$ cat src/inc/azio_pkg.sv
// What this block does
// - Six undefined op codes set invalid-operation bit.
// - Storage parity error sets bit 1, broadcast.
// - Protect violation sets bit 2, broadcast.
// - Channel address check sets bit 3, broadcast.
// - Sense-interrupt clears the internal error bits.
// - Timer interrupts ORed onto assigned level, bit.
// - Console interrupt cleared only by sense-device bit15.
// - Matching level gates assigned bit into word.
// - Internal error blocks levels, reports its word.
// - Sense commands finish in the data cycle.
// - Respond only to area code 00000, except sense-interrupt.
// - Function 111 selects sense-device.
// - Modifier 001/010/011/110 choose sensed source.
// - Modifier bit 15 clears sensed indicators.
// - Console status word bit 0 is indicator.
// - Timer status word bits 0-2 are timers.
// - Function 100 selects control with data word.
// - Control modifier selects exactly one target.
// - Address bits 0-2 start or stop timers.
// - Mask writes 0-13 or 14-23 by bit 15.
// - Programmed interrupt sets levels by bit 15.
// - Monitor reloads only when bit 15 set.
// - Control modifier 101 selects level register.
// - Mask turning on clears pending level.
// - Programmed interrupt sets only unmasked levels.
package azio_pkg;
    localparam int       NUM_LEVELS     = 24;
    localparam int       HALF_LEVELS    = 14;
    localparam logic [4:0] AREA_INTERNAL = 5'h00;
    localparam logic [2:0] FN_SENSE_INT  = 3'h3;
    localparam logic [2:0] FN_SENSE_DEV  = 3'h7;
    localparam logic [2:0] FN_CONTROL    = 3'h4;
    localparam logic [2:0] SD_TIMER      = 3'h1;
    localparam logic [2:0] SD_DATA_SW    = 3'h2;
    localparam logic [2:0] SD_SENSE_SW   = 3'h3;
    localparam logic [2:0] SD_CONSOLE    = 3'h6;
    localparam logic [2:0] CT_TIMER      = 3'h1;
    localparam logic [2:0] CT_MASK       = 3'h4;
    localparam logic [2:0] CT_LEVEL      = 3'h5;
    localparam logic [2:0] CT_OPMON      = 3'h7;
    localparam int       ERR_INV_BIT    = 0;
    localparam int       ERR_PAR_BIT    = 1;
    localparam int       ERR_PROT_BIT   = 2;
    localparam int       ERR_CAR_BIT    = 3;
    localparam int       CON_IND_BIT    = 0;
    localparam int       CLK_PERIOD_NS  = 10;
    localparam int       TIMER_PERIOD_NS = 1000000;
    localparam int       OPMON_PERIOD_NS = 5000000;
    localparam int       TIMER_CYCLES_DEF = TIMER_PERIOD_NS / CLK_PERIOD_NS;
    localparam int       OPMON_CYCLES_DEF = OPMON_PERIOD_NS / CLK_PERIOD_NS;
    localparam logic [0:15] WORD_RESET  = 16'h0000;
    localparam logic [0:23] LEVEL_RESET = 24'h00_0000;
endpackage

$ cat src/logic/azio_ctrl.sv
`timescale 1ns/1ns
module azio_ctrl
    import azio_pkg::*;
#(
    parameter int TMR_A_CYCLES = TIMER_CYCLES_DEF,
    parameter int TMR_B_CYCLES = TIMER_CYCLES_DEF,
    parameter int TMR_C_CYCLES = TIMER_CYCLES_DEF,
    parameter int OPMON_CYCLES = OPMON_CYCLES_DEF
) (
    input  wire logic        CLK,
    input  wire logic        RSTN,
    input  wire logic [0:15] OUT_BUS,
    input  wire logic        CONTROL_EXECUTE_CYCLE,
    input  wire logic        DATA_EXECUTE_CYCLE,
    input  wire logic        OP_DECODE,
    input  wire logic [0:4]  OP_FIELD,
    input  wire logic        PARITY_ERROR,
    input  wire logic        PROTECT_VIOLATION,
    input  wire logic        CHANNEL_ADDRESS_CHECK,
    input  wire logic        CONSOLE_KEY,
    input  wire logic [0:15] DATA_SWITCHES,
    input  wire logic [0:15] SENSE_SWITCHES,
    input  wire logic [4:0]  TIMER_LEVEL,
    input  wire logic [3:0]  TIMER_BIT,
    input  wire logic [4:0]  CONSOLE_LEVEL,
    input  wire logic [3:0]  CONSOLE_BIT,
    input  wire logic [4:0]  ACTIVE_LEVEL,
    input  wire logic [0:15] MERGE_BITS,
    input  wire logic [0:23] LEVEL_CLEAR,
    output logic      [0:15] ACC_WORD,
    output logic             ACC_VALID,
    output logic      [0:23] LEVEL_REQUEST,
    output logic             INTERNAL_REQUEST,
    output logic             IO_PARITY_LINE,
    output logic             IO_PROTECT_LINE,
    output logic      [0:2]  TIMER_RUNNING,
    output logic             OPMON_EXPIRED
);

    function automatic logic op_undefined(input logic [0:4] op);
        return (op == 5'h00) || (op == 5'h07) || (op == 5'h0A) ||
               (op == 5'h0B) || (op == 5'h0F) || (op == 5'h1F);
    endfunction

    function automatic logic [0:23] level_hot(input logic [4:0] lvl, input logic en);
        logic [0:23] v;
        v = LEVEL_RESET;
        for (int i = 0; i < NUM_LEVELS; i++) begin
            if (en && (lvl == 5'(i))) begin
                v[i] = 1'b1;
            end
        end
        return v;
    endfunction

    function automatic logic [0:15] bit_hot(input logic [3:0] pos, input logic en);
        logic [0:15] v;
        v = WORD_RESET;
        v[pos] = en;
        return v;
    endfunction

    // Command word registered during the control execute cycle.
    logic [0:15] cmd_q;
    logic        cmd_valid_q;

    logic [0:3]  err_q;
    logic [0:3]  err_d;
    logic        con_ind_q;
    logic [0:2]  tmr_ind_q;
    logic [0:2]  tmr_run_q;
    logic [0:2]  tmr_exp;
    logic [31:0] tmr_cnt_q [0:2];
    logic [0:23] mask_q;
    logic [0:23] mask_d;
    logic [0:23] pend_q;
    logic [31:0] opmon_cnt_q;

    logic [0:15] acc_word_q;
    logic        acc_valid_q;
    logic [0:23] level_req_q;
    logic        internal_req_q;
    logic        io_par_q;
    logic        io_prot_q;
    logic        opmon_exp_q;

    logic        ours;
    logic        do_sense_int;
    logic        do_sense_dev;
    logic        do_control;
    logic [2:0]  modsel;
    logic        bit15;
    logic        clr_tmr_ind;
    logic        clr_con_ind;
    logic [0:23] prog_sel;
    logic [0:23] hw_req;
    logic [0:15] int_word;
    logic [0:15] dev_word;

    always_ff @(posedge CLK) begin
        if (!RSTN) begin
            cmd_q       <= WORD_RESET;
            cmd_valid_q <= 1'b0;
        end else if (CONTROL_EXECUTE_CYCLE) begin
            cmd_q       <= OUT_BUS;
            cmd_valid_q <= 1'b1;
        end else if (DATA_EXECUTE_CYCLE) begin
            cmd_valid_q <= 1'b0;
        end
    end

    // Only the internal area answers sense-device and control; other areas pass unseen.
    assign ours         = cmd_valid_q && DATA_EXECUTE_CYCLE && (cmd_q[0:4] == AREA_INTERNAL);
    // Sense-interrupt carries a level address, not an area, so it is taken from any area.
    assign do_sense_int = cmd_valid_q && DATA_EXECUTE_CYCLE && (cmd_q[5:7] == FN_SENSE_INT);
    assign do_sense_dev = ours && (cmd_q[5:7] == FN_SENSE_DEV);
    assign do_control   = ours && (cmd_q[5:7] == FN_CONTROL);
    assign modsel       = cmd_q[8:10];
    assign bit15        = cmd_q[15];

    assign clr_tmr_ind = do_sense_dev && (modsel == SD_TIMER) && bit15;
    assign clr_con_ind = do_sense_dev && (modsel == SD_CONSOLE) && bit15;

    // New errors win over the clear that sense-interrupt performs.
    always_comb begin
        err_d = err_q;
        if (do_sense_int && internal_req_q) begin
            err_d = 4'h0;
        end
        if (OP_DECODE && op_undefined(OP_FIELD)) begin
            err_d[ERR_INV_BIT] = 1'b1;
        end
        if (PARITY_ERROR) begin
            err_d[ERR_PAR_BIT] = 1'b1;
        end
        if (PROTECT_VIOLATION) begin
            err_d[ERR_PROT_BIT] = 1'b1;
        end
        if (CHANNEL_ADDRESS_CHECK) begin
            err_d[ERR_CAR_BIT] = 1'b1;
        end
    end

    always_ff @(posedge CLK) begin
        if (!RSTN) begin
            err_q <= 4'h0;
        end else begin
            err_q <= err_d;
        end
    end

    // Broadcast is one clock behind the detection, as every output is registered.
    always_ff @(posedge CLK) begin
        if (!RSTN) begin
            io_par_q  <= 1'b0;
            io_prot_q <= 1'b0;
        end else begin
            io_par_q  <= PARITY_ERROR | CHANNEL_ADDRESS_CHECK;
            io_prot_q <= PROTECT_VIOLATION;
        end
    end

    always_ff @(posedge CLK) begin
        if (!RSTN) begin
            con_ind_q <= 1'b0;
        end else if (CONSOLE_KEY) begin
            con_ind_q <= 1'b1;
        end else if (clr_con_ind) begin
            con_ind_q <= 1'b0;
        end
    end

    always_ff @(posedge CLK) begin
        if (!RSTN) begin
            tmr_run_q <= 3'h0;
        end else if (do_control && (modsel == CT_TIMER)) begin
            tmr_run_q <= OUT_BUS[0:2];
        end
    end

    // A stopped timer restarts its interval from zero.
    always_ff @(posedge CLK) begin
        if (!RSTN) begin
            for (int t = 0; t < 3; t++) begin
                tmr_cnt_q[t] <= 32'h0000_0000;
            end
        end else begin
            for (int t = 0; t < 3; t++) begin
                if (!tmr_run_q[t] || tmr_exp[t]) begin
                    tmr_cnt_q[t] <= 32'h0000_0000;
                end else begin
                    tmr_cnt_q[t] <= tmr_cnt_q[t] + 32'h0000_0001;
                end
            end
        end
    end

    assign tmr_exp[0] = tmr_run_q[0] && (tmr_cnt_q[0] == 32'(TMR_A_CYCLES - 1));
    assign tmr_exp[1] = tmr_run_q[1] && (tmr_cnt_q[1] == 32'(TMR_B_CYCLES - 1));
    assign tmr_exp[2] = tmr_run_q[2] && (tmr_cnt_q[2] == 32'(TMR_C_CYCLES - 1));

    always_ff @(posedge CLK) begin
        if (!RSTN) begin
            tmr_ind_q <= 3'h0;
        end else begin
            tmr_ind_q <= (tmr_ind_q & ~{3{clr_tmr_ind}}) | tmr_exp;
        end
    end

    // Mask register write; a half not addressed keeps its value.
    always_comb begin
        mask_d = mask_q;
        if (do_control && (modsel == CT_MASK)) begin
            if (!bit15) begin
                mask_d[0:13] = OUT_BUS[0:13];
            end else begin
                mask_d[14:23] = OUT_BUS[0:9];
            end
        end
    end

    always_ff @(posedge CLK) begin
        if (!RSTN) begin
            mask_q <= LEVEL_RESET;
        end else begin
            mask_q <= mask_d;
        end
    end

    always_comb begin
        prog_sel = LEVEL_RESET;
        if (do_control && (modsel == CT_LEVEL)) begin
            if (!bit15) begin
                prog_sel[0:13] = OUT_BUS[0:13];
            end else begin
                prog_sel[14:23] = OUT_BUS[0:9];
            end
        end
    end

    // Service completion clears first, then a programmed set wins.
    always_ff @(posedge CLK) begin
        if (!RSTN) begin
            pend_q <= LEVEL_RESET;
        end else begin
            pend_q <= ((pend_q & ~LEVEL_CLEAR) & ~(mask_d & ~mask_q))
                      | (prog_sel & ~mask_q);
        end
    end

    // Reload is the only effect; the address word is not looked at.
    always_ff @(posedge CLK) begin
        if (!RSTN) begin
            opmon_cnt_q <= 32'(OPMON_CYCLES);
            opmon_exp_q <= 1'b0;
        end else if (do_control && (modsel == CT_OPMON) && bit15) begin
            opmon_cnt_q <= 32'(OPMON_CYCLES);
            opmon_exp_q <= 1'b0;
        end else if (opmon_cnt_q != 32'h0000_0000) begin
            opmon_cnt_q <= opmon_cnt_q - 32'h0000_0001;
        end else begin
            opmon_exp_q <= 1'b1;
        end
    end

    assign hw_req = level_hot(TIMER_LEVEL, |tmr_ind_q)
                  | level_hot(CONSOLE_LEVEL, con_ind_q);

    always_ff @(posedge CLK) begin
        if (!RSTN) begin
            level_req_q    <= LEVEL_RESET;
            internal_req_q <= 1'b0;
        end else begin
            internal_req_q <= |err_d;
            // The internal level blocks every other level while active.
            level_req_q    <= (|err_d) ? LEVEL_RESET : ((pend_q | hw_req) & ~mask_q);
        end
    end

    always_comb begin
        int_word = MERGE_BITS;
        if (internal_req_q) begin
            int_word = {err_q, 12'h000};
        end else begin
            if ((|tmr_ind_q) && (TIMER_LEVEL == ACTIVE_LEVEL)) begin
                int_word = int_word | bit_hot(TIMER_BIT, 1'b1);
            end
            if (con_ind_q && (CONSOLE_LEVEL == ACTIVE_LEVEL)) begin
                int_word = int_word | bit_hot(CONSOLE_BIT, 1'b1);
            end
        end
    end

    always_comb begin
        case (modsel)
            SD_TIMER:    dev_word = {tmr_ind_q, 13'h0000};
            SD_DATA_SW:  dev_word = DATA_SWITCHES;
            SD_SENSE_SW: dev_word = SENSE_SWITCHES;
            SD_CONSOLE:  dev_word = bit_hot(4'(CON_IND_BIT), con_ind_q);
            default:     dev_word = WORD_RESET;
        endcase
    end

    // The answer is ready the clock after the data cycle; no third cycle is needed.
    always_ff @(posedge CLK) begin
        if (!RSTN) begin
            acc_word_q  <= WORD_RESET;
            acc_valid_q <= 1'b0;
        end else begin
            acc_valid_q <= do_sense_int | do_sense_dev;
            if (do_sense_int) begin
                acc_word_q <= int_word;
            end else if (do_sense_dev) begin
                acc_word_q <= dev_word;
            end
        end
    end

    assign ACC_WORD         = acc_word_q;
    assign ACC_VALID        = acc_valid_q;
    assign LEVEL_REQUEST    = level_req_q;
    assign INTERNAL_REQUEST = internal_req_q;
    assign IO_PARITY_LINE   = io_par_q;
    assign IO_PROTECT_LINE  = io_prot_q;
    assign TIMER_RUNNING    = tmr_run_q;
    assign OPMON_EXPIRED    = opmon_exp_q;
endmodule

$ cat config.mk
export PLATFORM = sky130hd
export DESIGN_NAME = azio_ctrl
export DESIGN_NICKNAME = d
export VERILOG_FILES = /design/src/inc/azio_pkg.sv /design/src/logic/azio_ctrl.sv
export SDC_FILE = /design/constraint.sdc
export NUM_CORES = 1
export LEC_CHECK = 0
export ABC_AREA = 1
export BUFFER_PORTS_ARGS = -buffer_cell sky130_fd_sc_hd__buf_2
export CAP_MARGIN = 40
export CORE_MARGIN = 2
export CORE_UTILIZATION = 53
export DETAILED_ROUTE_END_ITERATION = 6
export GPL_TIMING_DRIVEN = 0
export PLACE_DENSITY = 0.86
export SLEW_MARGIN = 20
export SYNTH_ARGS = -nofsm -noshare
export SYNTH_HDL_FRONTEND = slang
export SYNTH_SLANG_ARGS = --single-unit
$ cat constraint.sdc
create_clock -name CLK -period 1.74 [get_ports CLK]
set_input_delay 0.348 -clock CLK [delete_from_list [all_inputs] [get_ports CLK]]
set_output_delay 0.348 -clock CLK [all_outputs]
set_load 0.1 [all_outputs]
-- Word level (Yosys, flattened, before mapping)
Memory sizes are Yosys's and may differ from the RTL's.
Index checks and enable logic that the tools add are counted.
- bitwise logic cells: 27
- shift operators: 0
- add/sub/neg operators: 4
- muxes and demuxes: 99
- eq/ne operators: 66
- magnitude comparators: 4
- multiply operators: 0
- reductions and logical operators: 94
- div/mod/pow operators: 0
- operators with widths (operator ; count):
    $mux 32 ; 6
    $and 24x24->24 ; 5
    $add 32x1->32 const B ; 3
    $eq 32x17->1 const B ; 3
    $mux 16 ; 6
    $eq 5x4->1 const B ; 19
    $eq 5x5->1 const B ; 17
    $mux 1 ; 77
    $not 24->24 ; 3
    $or 24x24->24 ; 3
    $logic_and 1x1->1 ; 71
    $pmux 16 s4 ; 1
    $mux 24 ; 2
    $eq 5x3->1 const B ; 9
    $or 16x16->16 ; 2
    $reduce_bool 32->1 ; 1
    $sub 32x1->32 const B ; 1
    $mux 14 ; 2
    $eq 5x2->1 const B ; 4
    $logic_not 5->1 ; 4
    $mux 10 ; 2
    $eq 3x3->1 const B ; 6
    $eq 5x1->1 const B ; 2
    $eq 5x5->1 ; 2
    other kinds (19) ; 43
- RAM bits: 96
- memories kept: 1
- word-level logic and storage cells: 311
- memory bits (read-only): 0
- bits of input ports: 125
- bits in latches: 0
- register bits after elaboration: 153
- memories (name ; words ; bits a word ; rd ports ; clocked after memory_dff ; wr ports ; line ; text):
    tmr_cnt_q ; 3 ; 32 ; 3 ; 0 ; 3 ; azio_ctrl.sv:73 ; logic [31:0] tmr_cnt_q [0:2];

-- Longest topological paths before layout
- depth in word-level cells: 12
- gate-level depth with buffers: 11
- gate-level depth less buffers: 10

-- Worst setup path before layout
No wires, ideal clock.
- path type: register -> register
- from: reg internal_req_q (netlist: INTERNAL_REQUEST)
- to: reg level_req_q (netlist bit LEVEL_REQUEST[11])
- data arrival time: 1.817 ns
- setup time: 0.064 ns
- required time: 1.676 ns
- cell stages (with the launch flop): 7
- path buffers: 1
- path slack: -0.141 ns
- clock period less this slack: 1.881 ns
- cells stage by stage: dfxtp_1 > nand2_2 > a21oi_1 > and2_4 > nand3_4 > buf_6 > nor2_1
- cells in the longest elaborated chain, start to end: 4
- RTL lines (item ; line ; text):
    from (decl) ; azio_ctrl.sv:82 ; logic internal_req_q;
    from (signal assigned) ; azio_ctrl.sv:274 ; internal_req_q <= |err_d;
    $logic_and 1x1->1 * ; azio_ctrl.sv:127 ; if (do_sense_int && internal_req_q) begin
    $mux 4 * ; azio_ctrl.sv:127 ;
    $mux 1 (on tied branches) ; -- ;
    $reduce_or 5->1 (no source line) * ; -- ;
    to (signal assigned) ; azio_ctrl.sv:276 ; level_req_q <= (|err_d) ? LEVEL_RESET : ((pend_q | hw_req) & ~mask_q);
    to (decl) ; azio_ctrl.sv:81 ; logic [0:23] level_req_q;
Every way passes the cells marked *; elsewhere a longest branch is shown, timed or not.
A chain may end at the register's enable or synchronous reset.

==> results_dict.tcl <==
set metrics [dict create \
    syn_area_um2 13970 \
    wl_um 44720 \
    gr-total-overflow 0 \
    rsz0062_at_grt "yes" \
    core_area_um2 25980 \
    preCtsSetupSlack_ns -0.7582 \
    cap_violations 0 \
    violations "DRC, setup timing" \
    gp_congestion 0.9638 \
    cp.arrival_ns 2.18 \
    fp-row-count 59 \
    slew_viol_final 0 \
    fill_cells 2190 \
    grt_pass1_wl_um 68900 \
    cts-root-buf "clkbuf_16" \
    grt_pass1_vias 14116 \
    worstPathRequired_ns 2.02 \
    outcome "complete, but fails checks" \
    clock_latency_ns 0.54 \
    avgSynthCellArea_um2 6.972 \
    synth_cell_types 43 \
    syn2layout_area_growth_pct 26.94 \
    via_count 15102 \
    cts.sinks 245 \
    max_slew_margin_pct 53.91 \
    hold_viol_final 0 \
    die_h_um 166.3 \
    setup_viol 96 \
    hold_ws_ns 0.03630 \
    skew_ns 0.01251 \
    utilization_pct 68.23 \
    die_width_um 166.3 \
    nNetsFinal 2474 \
    start_kind "register" \
    grt_antenna_before_repair 10 \
    detail_route.iter0.violations 1653 \
    stdcell_area_um2 17730 \
    layout_common_cells "nand2_1 (430), nor2_1 (253), inv_1 (250)" \
    die-area_um2 27670 \
    vdd_drop_max_uv 946.4 \
    clkTransAtPathRegs_ns 0.06 \
    layout_commonest_cell "nand2_1" \
    postRouteAntennaNets 0 \
    num_io_pins 173 \
    finalSetupTns_ns -8.562 \
    setup_ws_ns -0.1553 \
    fin_crit_sh_pct 108.9 \
    start_util_pct 53.75 \
    cts_buffer_depth 3 \
    worstPathMaxFanout 10 \
    viasPerCell 5.579 \
    ys_seq_area_share_pct 42.00 \
    regArea_um2 5877 \
    powerDensity_nw_per_um2 745.1 \
    multi_input_area_um2 7863 \
    grt_max_degree 15 \
    critPathKind "reg2reg" \
    cts_tree "done" \
    syn_inst 2003 \
    layout_min_cycle_time_ns 1.895 \
    dp_hpwl_um 32650 \
    numCtsBuffers 27 \
    h-tree-depth 1 \
    dpl_cell_area_um2 15600 \
    layout-drive-gt1-share_pct 20.57 \
    grt_usage_pct 30.18 \
    place.port_buffers 171 \
    hold_path.class "in2reg" \
    fmax_mhz 527.6 \
    power_leakage_nw 7.213 \
    synth-seq-cells 245 \
    synth_warnings 0 \
    tightestPinTransition_ns 0.6913 \
    drtPass1Iterations 7 \
    wire_per_inst_um 16.52 \
    route.detailed.drc 2 \
    end_kind "register" \
]
## per-stage QoR
stage / total power [mW] / cells
2_1_floorplan: 7.070 / 2098
3_3_place_gp: 7.463 / 2604
3_5_place_dp: 7.490 / 2604
4_1_cts: 13.13 / 2678
5_1_grt: 13.63 / 2704
6_report: 13.21 / 2707
## worst paths after layout
check	startpoint	to	slack, ns	depth (start not counted)
min reg2reg	OPMON_EXPIRED	OPMON_EXPIRED	0.48	2
max	tmr_cnt_q[0][0]	tmr_cnt_q[0][2]	-0.16	9
max reg2reg	tmr_cnt_q[0][0]	tmr_cnt_q[0][2]	-0.16	9
min	PARITY_ERROR	IO_PARITY_LINE	0.04	3
## sequential cells by signal, indices dropped and copies added (netlist names), 3 cells and up
name           count
TIMER_RUNNING      3
mask_q            24
opmon_cnt_q       32
cmd_q             12
ACC_WORD          16
err_q              4
pend_q            24
tmr_cnt_q         96
LEVEL_REQUEST     24
tmr_ind_q          3
## cell families after synthesis
kind of cell,count (synthesis),share of synthesized area [%]
AOI/OAI and AO/OA,317,11.98
xor gates and xnor gates,47,2.947
adders and majority gates,5,0.4479
buffers and inverters,315,8.941
DFF,245,42.00
other,1,0.02685
and+or+nand+nor,1073,33.66
## layout make-up
cell class | instances | area share, %
tap | 335 | 2.364
clock buffer | 38 | 4.566
timing repair buffer | 218 | 7.298
multi-input combinational | 1538 | 44.35
buffer | 56 | 2.294
clock inverter | 10 | 0.3741
sequential | 245 | 33.15
antenna | 9 | 0.1270
inverter | 258 | 5.477
## cells in the mapped netlist (all sizes together)
cell type	count	area, um2
nor3	86	474.2
a31oi	1	6.260
a22oi	1	7.510
nand3b	6	45.04
or2	25	156.4
a21oi	162	810.8
buf	34	193.9
o211ai	1	7.510
nand2	444	1669
nor3b	7	52.55
o311ai	2	17.52
dfxtp	149	2983
conb	1	3.750
inv	256	960.9
a22o	12	105.1
xnor2	24	210.2
o21ai	120	600.6
nor2	300	1139
o21bai	1	7.510
and3	1	6.260
nand3	106	543.0
o22ai	15	93.84
o21a	1	7.510
xor2	23	201.4
nand4	92	575.6
clkinv	2	7.510
clkbuf	23	86.33
ha	5	62.56
and2	1	8.760
edfxtp	96	2883
o221ai	1	8.760
nor4	5	31.28
## metal layers
| layer | vias up | share of wire [%] | routed length [um] | track usage [%] |
|---|---|---|---|---|
| met5 | - | 0.025 | 11 | 0 |
| met4 | 2 | 4.4 | 1964 | 12.67 |
| met3 | 155 | 8.7 | 3874 | 5.267 |
| met2 | 778 | 47 | 20950 | 51.07 |
| met1 | 6939 | 40 | 17920 | 38.25 |
| li1 | 7228 | - | - | - |
## critical path, stage by stage (launching register included)
cell and delay (ns):
edfxtp_1 0.36, ha_2 0.19, nand2_2 0.09, nor2_4 0.14
nand4_1 0.12, nor3_2 0.17, nand2_2 0.15, nand3_4 0.19
buf_8 0.17, nor2_1 0.05
## where the power goes
group	internal [mW]	leakage (nW)	switching [mW]
clock network	3.25	0.439	2.41
registers	6.11	2.20	0.166
logic	0.417	4.57	0.853
## timing repair
| item | CTS | global route |
|---|---|---|
| cloned | 4 | 4 |
| endpoints found under the hold margin | 1 | 0 |
| hold buffers | 1 | 0 |
| gates resized for setup | 126 | 154 |
| setup endpoints to repair | 193 | 218 |
| pin swaps | 18 | 19 |
| buffers inserted | 22 | 16 |
No activity file was read; power rests on OpenSTA's default activity.
